==> config.mk <==
export PLATFORM = sky130hd
export DESIGN_NAME = sif_irq_ctrl
export DESIGN_NICKNAME = d
export VERILOG_FILES = /design/src/include/sif_pkg.sv /design/src/core/sif_edge.sv /design/src/core/sif_irq_ctrl.sv /design/src/core/sif_sync.sv
export VERILOG_INCLUDE_DIRS = /design/src /design/src/include
export SDC_FILE = /design/constraint.sdc
export NUM_CORES = 1
export LEC_CHECK = 0
export ABC_AREA = 1
export BUFFER_PORTS_ARGS = -buffer_cell sky130_fd_sc_hd__buf_4
export CORE_ASPECT_RATIO = 0.6
export CORE_UTILIZATION = 25
export DETAILED_ROUTE_END_ITERATION = 10
export SLEW_MARGIN = 20
export SYNTH_ARGS = -nofsm -noshare
export SYNTH_HDL_FRONTEND = slang
export SYNTH_SLANG_ARGS = --single-unit
==> constraint.sdc <==
create_clock -name clk -period 1.8 [get_ports clk]
set_input_delay 0.09 -clock clk [delete_from_list [all_inputs] [get_ports clk]]
set_output_delay 0.09 -clock clk [all_outputs]
set_load 0.005 [all_outputs]
==> src/include/sif_defs.svh <==
`ifndef SIF_DEFS_SVH
`define SIF_DEFS_SVH

// ************************************************************
// register map
// ************************************************************
`define SIF_OFS_ENCLR    8'h00
`define SIF_OFS_ENSET    8'h04
`define SIF_OFS_FLAGS    8'h08
`define SIF_OFS_STATUS   8'h0c
`define SIF_OFS_FUSE     8'h10
`define SIF_RST_FLAGS    32'h0000_0000
`define SIF_RST_ENABLE   32'h0000_0000

// ************************************************************
// field layout
// ************************************************************
`define SIF_NSRC         18
`define SIF_BIT_XTAL     0
`define SIF_BIT_X32K     1
`define SIF_BIT_RC32K    2
`define SIF_BIT_RC8M     3
`define SIF_BIT_FRDY     4
`define SIF_BIT_FOOB     5
`define SIF_BIT_LTO      17
`define SIF_BIT_LCKF     16
`define SIF_BIT_LCKR     15
`define SIF_BIT_BSYNC    11
`define SIF_BIT_BDET     10
`define SIF_BIT_BRDY     9
// implemented source bits: 17..15 and 11..0
`define SIF_IMPL_MASK    18'h38fff

`endif

==> src/include/sif_pkg.sv <==
package sif_pkg;
    typedef logic [17:0] sif_src_t;
    typedef enum logic [0:0] {
        SIF_BOOT = 1'b0,
        SIF_RUN  = 1'b1
    } sif_phase_e;
endpackage

==> src/core/sif_edge.sv <==
`timescale 1ns/1ps
`include "sif_defs.svh"

// rising-edge detector, one pulse per zero-to-one change
module sif_edge
    import sif_pkg::*;
#(
    parameter int W = `SIF_NSRC
) (
    input  wire logic         clk,
    input  wire logic         rst,
    input  wire logic [W-1:0] lvl,
    output logic      [W-1:0] rise,
    output logic      [W-1:0] held
);
    typedef struct packed {
        logic [W-1:0] prev;
    } sif_edge_s;

    sif_edge_s st_q;
    sif_edge_s st_d;

    // previous level, reset to zero, so a level high out of reset gives an edge here
    always_comb begin
        st_d      = st_q;
        st_d.prev = lvl;
    end

    always_ff @(posedge clk) begin
        if (rst) begin
            st_q <= '0;
        end else begin
            st_q <= st_d;
        end
    end

    assign rise = lvl & ~st_q.prev;
    assign held = st_q.prev;
endmodule

==> src/core/sif_irq_ctrl.sv <==
// Design decision made here: the plain strobed port.
`timescale 1ns/1ps
`include "sif_defs.svh"

// How it works
// - write one to set bits 5/4 enables loop out-of-bounds/ready irq
// - set bits 3..0 enable the four oscillator ready interrupts
// - zeros written to enable-set leave enables unchanged
// - irq raised while any flag and its enable are both set
// - flag register at 0x08, 32 bits, resets to zero
// - each flag sets on a rise of its status bit
// - writing one clears a flag, zero leaves it
// - phase loop timeout, fall, rise flags at bits 17, 16, 15
// - brown-out sync-ready, detect, ready flags at bits 11, 10, 9
// - lock-rise flag sets on rise; irq only with its enable
// - fuse may preset flags; software clears them before enabling
// - set bits 17..15 enable the phase loop interrupts
// - flags 8..0 set on rise of loop/oscillator status bits
// - status register at 0x0c is read-only source status
module sif_irq_ctrl
    import sif_pkg::*;
(
    input  wire logic        clk,
    input  wire logic        rst,
    input  wire logic [7:0]  addr,
    input  wire logic [31:0] wdata,
    input  wire logic        wr,
    input  wire logic        rd,
    input  wire logic [17:0] src_status,
    input  wire logic [17:0] fuse_preset,
    output logic      [31:0] rdata,
    output logic             irq
);

    // ************************************************************
    // source conditioning
    // ************************************************************
    sif_src_t stat_s;
    sif_src_t rise_s;

    sif_sync #(
        .W (`SIF_NSRC)
    ) u_sync (
        .clk  (clk),
        .rst  (rst),
        .din  (src_status),
        .dout (stat_s)
    );

    sif_edge #(
        .W (`SIF_NSRC)
    ) u_edge (
        .clk  (clk),
        .rst  (rst),
        .lvl  (stat_s),
        .rise (rise_s),
        .held ()
    );

    // ************************************************************
    // state
    // ************************************************************
    typedef struct packed {
        sif_phase_e  phase;
        sif_src_t    flags;
        sif_src_t    enable;
        logic [31:0] rdata;
        logic        irq;
    } sif_ctrl_s;

    sif_ctrl_s st_q;
    sif_ctrl_s st_d;

    // one function for the word that an offset reads back
    function automatic logic [31:0] rd_word(
        input logic [7:0] a,
        input sif_src_t   fl,
        input sif_src_t   en,
        input sif_src_t   sts
    );
        logic [31:0] w;
        w = 32'h0000_0000;
        case (a)
            `SIF_OFS_ENCLR: w = {14'h0000, en};
            `SIF_OFS_ENSET: w = {14'h0000, en};
            `SIF_OFS_FLAGS: w = {14'h0000, fl};
            `SIF_OFS_STATUS: w = {14'h0000, sts};
            default:        w = 32'h0000_0000;
        endcase
        return w;
    endfunction

    logic wr_flags;
    logic wr_enset;
    logic wr_enclr;
    sif_src_t wmask;

    assign wr_flags = wr && (addr == `SIF_OFS_FLAGS);
    assign wr_enset = wr && (addr == `SIF_OFS_ENSET);
    assign wr_enclr = wr && (addr == `SIF_OFS_ENCLR);
    // unimplemented bits never store
    assign wmask = wdata[17:0] & sif_src_t'(`SIF_IMPL_MASK);

    // ************************************************************
    // next-state logic
    // ************************************************************
    always_comb begin
        st_d = st_q;
        case (st_q.phase)
            SIF_BOOT: begin
                // preset flags caught one cycle after reset release
                st_d.flags = fuse_preset & sif_src_t'(`SIF_IMPL_MASK);
                st_d.phase = SIF_RUN;
            end
            SIF_RUN: begin
                // clear by one first, so a same-cycle rise still wins
                if (wr_flags) begin
                    st_d.flags = st_q.flags & ~wmask;
                end
                st_d.flags = st_d.flags
                           | (rise_s & sif_src_t'(`SIF_IMPL_MASK));
            end
            default: st_d.phase = SIF_RUN;
        endcase
        // only ones written take effect
        if (wr_enset) begin
            st_d.enable = st_q.enable | wmask;
        end
        if (wr_enclr) begin
            st_d.enable = st_q.enable & ~wmask;
        end
        st_d.rdata = rd ? rd_word(addr, st_q.flags, st_q.enable, stat_s)
                        : 32'h0000_0000;
        st_d.irq = |(st_d.flags & st_d.enable);
    end

    always_ff @(posedge clk) begin
        if (rst) begin
            st_q.phase  <= SIF_BOOT;
            st_q.flags  <= sif_src_t'(`SIF_RST_FLAGS);
            st_q.enable <= sif_src_t'(`SIF_RST_ENABLE);
            st_q.rdata  <= 32'h0000_0000;
            st_q.irq    <= 1'b0;
        end else begin
            st_q <= st_d;
        end
    end

    assign rdata = st_q.rdata;
    assign irq   = st_q.irq;

    // while the block runs a flag only appears on a rise, never by itself
    for (genvar g = 0; g < `SIF_NSRC; g++) begin : g_spur

    end
endmodule

==> src/core/sif_sync.sv <==
`timescale 1ns/1ps
`include "sif_defs.svh"

// two-stage synchroniser for the status bits from the analog sources
module sif_sync
    import sif_pkg::*;
#(
    parameter int W = `SIF_NSRC
) (
    input  wire logic         clk,
    input  wire logic         rst,
    input  wire logic [W-1:0] din,
    output logic      [W-1:0] dout
);
    typedef struct packed {
        logic [W-1:0] s1;
        logic [W-1:0] s2;
    } sif_sync_s;

    sif_sync_s st_q;
    sif_sync_s st_d;

    // first stage feeds only the second
    always_comb begin
        st_d    = st_q;
        st_d.s1 = din;
        st_d.s2 = st_q.s1;
    end

    always_ff @(posedge clk) begin
        if (rst) begin
            st_q <= '0;
        end else begin
            st_q <= st_d;
        end
    end

    assign dout = st_q.s2;
endmodule

# Word-level counts from Yosys, hierarchy flattened

Cells that the tools add are included.

Flip-flop bits (word level): 124
Latch bits: 0
RAM bits: 0
ROM bits: 0
Word-level logic and storage cells: 36
Memories: 0

Add/sub/neg operators: 0
$mul: 0
Divide/modulo/power cells: 0
$lt $le $gt $ge: 0
Equality and inequality tests: 3
Shifts and indexed selects: 0
Mux-type cells: 8
Bitwise gates (word level): 10
Reductions and logical operators: 7

Operator list:

| kind                                           | number |
|---|---|
| AND 18 bit                                     | 4 |
| 2-to-1 mux 18 bit                              | 4 |
| 2-to-1 mux 70 bit                              | 1 |
| one-hot mux 18 bit (3 select lines)            | 1 |
| inverter 18 bit                                | 2 |
| bitwise OR 18 bit                              | 2 |
| one-hot mux 18 bit (2 select lines)            | 1 |
| 2-to-1 mux 32 bit                              | 1 |
| OR reduction 18 bit                            | 1 |
| == test 8 x 4 -> 1 bit (second input constant) | 2 |
| == test 8 x 3 -> 1 bit (second input constant) | 1 |
| logical NOT 8 bit                              | 1 |
| OR reduction 2 bit                             | 2 |
| logical AND 1 bit                              | 3 |
| inverter 1 bit                                 | 2 |

# Depth between registers and ports, before layout

Depth in word-level cells: 9
Gate-level depth with buffers: 14
Mapped depth without buffers: 13

# Modules after synthesis

From an unflattened synthesis, not the netlist that was laid out.

Cells, all modules: 664
Area total of the unflattened synthesis: 4,832.1 µm²

Modules (own cells, without submodules):

| module       | times used | cells an instance | area an instance (µm²) | sequential area each (µm²) |
|---|---|---|---|---|
| sif_irq_ctrl | 1          | 478               | 3,201.8                | 1,061.0 |
| sif_sync     | 1          | 112               | 1,041.0                | 720.7 |
| sif_edge     | 1          | 74                | 589.3                  | 360.3 |

# Worst setup path after synthesis

No wires, ideal clock.

Kind: register to register
From: register st_q[69] in the netlist's numbering
To: register, netlist name irq
Setup time: 0.128 ns
Arrival: 1.305 ns
Required time: 1.672 ns
Slack: 0.367 ns
Cell stages (with the launch flop): 12
Clock period less this slack: 1.433 ns
Cell sequence: dfxtp_1 > clkbuf_1 > inv_1 > buf_2 > nor2_1 > nand2_1 > nand3_1 > nand2_1 > nor2_1 > nand2_1 > nor2_1 > nor2_1

Longest elaborated chain between the ends: 4

Ends and longest elaborated chain:

| element                               | line                | text |
|---|---|---|
| start, declared                       | sif_irq_ctrl.sv:71  | `sif_ctrl_s st_q;` |
| start signal, assigned                | sif_irq_ctrl.sv:145 | `st_q <= st_d;` |
| inverter 1 bit                        | --                  |  |
| one-hot mux 18 bit (2 select lines) * | sif_irq_ctrl.sv:109 | `case (st_q.phase)` |
| AND 18 bit *                          | sif_irq_ctrl.sv:134 | `st_d.irq = \|(st_d.flags & st_d.enable);` |
| OR reduction 18 bit *                 | sif_irq_ctrl.sv:134 |  |

Mark *: on every way between the ends. The rest lies on a longest branch, timed or not.
A chain may end at the register's enable or synchronous reset.

# Final worst setup path

From: register st_q[69] in the netlist's numbering
To: register, netlist name irq

Longest elaborated chain between the ends: 4

Ends and longest elaborated chain:

| element                               | line |
|---|---|
| inverter 1 bit                        | -- |
| one-hot mux 18 bit (2 select lines) * | sif_irq_ctrl.sv:109 |
| AND 18 bit *                          | sif_irq_ctrl.sv:134 |
| OR reduction 18 bit *                 | sif_irq_ctrl.sv:134 |

Marks and branches as above.

==> results.toml <==
[clock_network]
cts_root_buffer = "clkbuf_16"
cts_buffer_depth = 2
ctsResizeCount = 0
cts.sinks = 104
htreeDepth = 3
clk_pin_slew_ns = 0.07
cts_tree = "yes"
clk-insertion-delay-late_ns = 0.35
cts_buffers = 9

[route]
via_per_inst = 3.930
vias = 3690
ant_nets = 0
first_pass_iters = 5
routedWlPerCell_um = 11.78
drc_errors = 0
wirelength_um = 11060
drtIter0Drc = 263

[timing]
timing_hold_violations_final = 0
tns_ns = 0
whs_ns = 0.06434
period_needed_ns = 1.583
max_slew.worst_pin.slew_ns = 0.9161
fmax_ghz = 0.6319
slew_viol_final = 0
relSlewSlack_pct = 38.92
skew_ns = 0.009580
final.period_utilization_pct = 87.92
setup_viol = 0
rsz0062_at_grt = "no"

[layout]
final_cell_area_sq_mm = 0.005544
antenna_cells = 0
fin_util_pct = 32.28
final-seq-area_sq_mm = 0.002082
nFillCells = 1867
nNetsFinal = 780
syn_to_final_growth_pct = 26.10
multiInputGateArea_sq_mm = 0.001609
drive_gt1_share_pct = 18.58

[worst_hold_path]
hold_path.class = "input pin to flip-flop"

[floorplan]
die_w_um = 173.2
fp.dieArea_sq_mm = 0.01814
pin_count = 113
placementRows = 37
coreArea_sq_mm = 0.01718
die_h_um = 104.7
start_util_pct = 25.60

[synth]
ys_types = 24
synthTopCellsByArea = "dfxtp_1 47%, nor2_1 12%, nand2_1 9.5%, inv_1 9.0%, buf_4 5.6%"
synth-async-reset-ratio_pct = 0
yosys_most_used_dff = "dfxtp_1"
yosysWarnings = 0
avgSynthCellArea_sq_um = 7.091
synth_top_area_share_pct = 47.35
yosysTopAreaCell = "dfxtp_1"
ys_seq_area_share_pct = 47.35
synth-seq-cells = 104
synth_area_sq_mm = 0.004397
synth-edff-count = 0
synthCells = 620

[global_route]
grt_pass1_wl_um = 17740
met2_usage_pct = 18.78
grt_start_max_net_pins = 86
antenna_found_initial = 0
grt_most_used_layer = "met2"
grt_pass1_vias = 3464
grt.met1_usage_pct = 17.57
track_usage_pct = 12.58
gr-total-overflow = 0
met3_usage_pct = 4.003

[worst_setup_path]
path_class = "flip-flop to flip-flop"
crit_fanout = 14
cp-end-kind = "flip-flop"
cp.required_ns = 2.00
arrival_ns = 1.79
critPathLaunchType = "flip-flop"

[power]
clkPwrFrac_pct = 39.9
seqPwrFrac_pct = 51.6
combPwrFrac_pct = 8.4
leakage_nw = 2.715
p_int_w = 0.003514
swShare_pct = 24.38
power_density_mw_per_mm2 = 838.2
ir_worst_vdd_mv = 0.4359
p_switching_w = 0.001133

[flow_run]
drv_cap = 0

[placement]
io_buffers = 78
postPlaceCellArea_sq_mm = 0.005074
hpwl_um = 7708
place.gp.congestion = 0.8222

[outcome]
run_status = "finished, final reports clean"
cells in the final DEF, fill, tap and decap left out, types with 7 or more instances in the layout:
cell and n:
buf_4 90, o21ai_0 7, a21oi_1 14, nand2_1 111, inv_1 105, nor2_1 143
nor3_1 12, nand3_1 29, clkbuf_16 9, o211ai_1 10, dlygate4sd3_1 19, or2_2 15
dfxtp_1 104, conb_1 14
synthesized netlist by cell type (7+ instances only):
cell type and instances:
nor2_1 143, o21ai_0 7, dfxtp_1 104, inv_1 105, or2_2 15, nor3_1 12, o211ai_1 10, clkbuf_1 11
nand2_1 111, a21oi_1 14, buf_4 33, nand3_1 29
logic make-up (layout without fill, tap and decap cells):
logic type / count (synthesis) / in the layout / share of synthesized area (%)
AND/OR/NAND/NOR: 319 / 319 / 30.17
buffers and inverters: 159 / 231 / 17.16
flip-flops: 104 / 104 / 47.35
AO/OA/AOI/OAI: 37 / 37 / 5.236
other: 1 / 14 / 0.08529
timing repair:
action | in CTS | in global routing
hold buffers | 19 | 0
hold endpoints to repair | 19 | 0
setup buffers | 0 | 0
routing by layer:
| metal | wire [um] | part of all wire, % | vias to the layer above |
|---|---|---|---|
| met5 | 0 | 0 | - |
| li1 | - | - | 1956 |
| met1 | 5551 | 50 | 1628 |
| met2 | 4677 | 42 | 97 |
| met3 | 751 | 6.8 | 9 |
| met4 | 79 | 0.71 | 0 |
power groups by stage:
stage | Combinational (W) | Clock (W) | Sequential, W
4_1_cts | 0.000394 | 0.00190 | 0.00240
2_1_floorplan | 0.000217 | 0 | 0.00245
6_report | 0.000392 | 0.00186 | 0.00240
3_3_place_gp | 0.000358 | 0 | 0.00245
5_1_grt | 0.000440 | 0.00200 | 0.00241
3_5_place_dp | 0.000359 | 0 | 0.00245
critical path: stages (launching register included):
cell     delay, ns
dfxtp_1       0.35
inv_1         0.32
nor2_1        0.21
nand2_1       0.08
nand3_1       0.13
nand2_1       0.06
nor2_1        0.08
nand2_1       0.08
nor2_1        0.09
nor2_1        0.04
metrics by stage:
stage,cells,power (W),worst slack (ns)
floorplan,633,0.002662,0.3674
global placement,904,0.002809,0.1363
detailed placement,904,0.002810,0.1138
CTS,939,0.004696,0.2238
global route,939,0.004845,0.04947
finish,939,0.004647,0.2175
flip-flops by register name (all words and copies together), names as in the netlist:
register	flops
rdata	18
u_sync.st_d	18
st_q	34
irq	1
u_edge.held	15
u_sync.dout	18
area by class of cell:
cell class                 count  share of cell area (%)
inverter                     105                   7.109
multi-input combinational    370                   29.02
sequential                   104                   37.55
timing repair buffer         110                   15.98
tap                          234                   5.281
clock inverter                 6                  0.9253
clock buffer                  10                   4.130
worst paths after layout:
check | cells after the start | slack [ns] | endpoint | startpoint
max | 9 | 0.22 | irq | st_q[69]
min | 3 | 0.06 | st_q[48] | wdata[15]
max reg2reg | 9 | 0.22 | irq | st_q[69]
min reg2reg | 2 | 0.40 | u_sync.dout[12] | u_sync.st_d[12]
(Power assumes the default switching activity.)
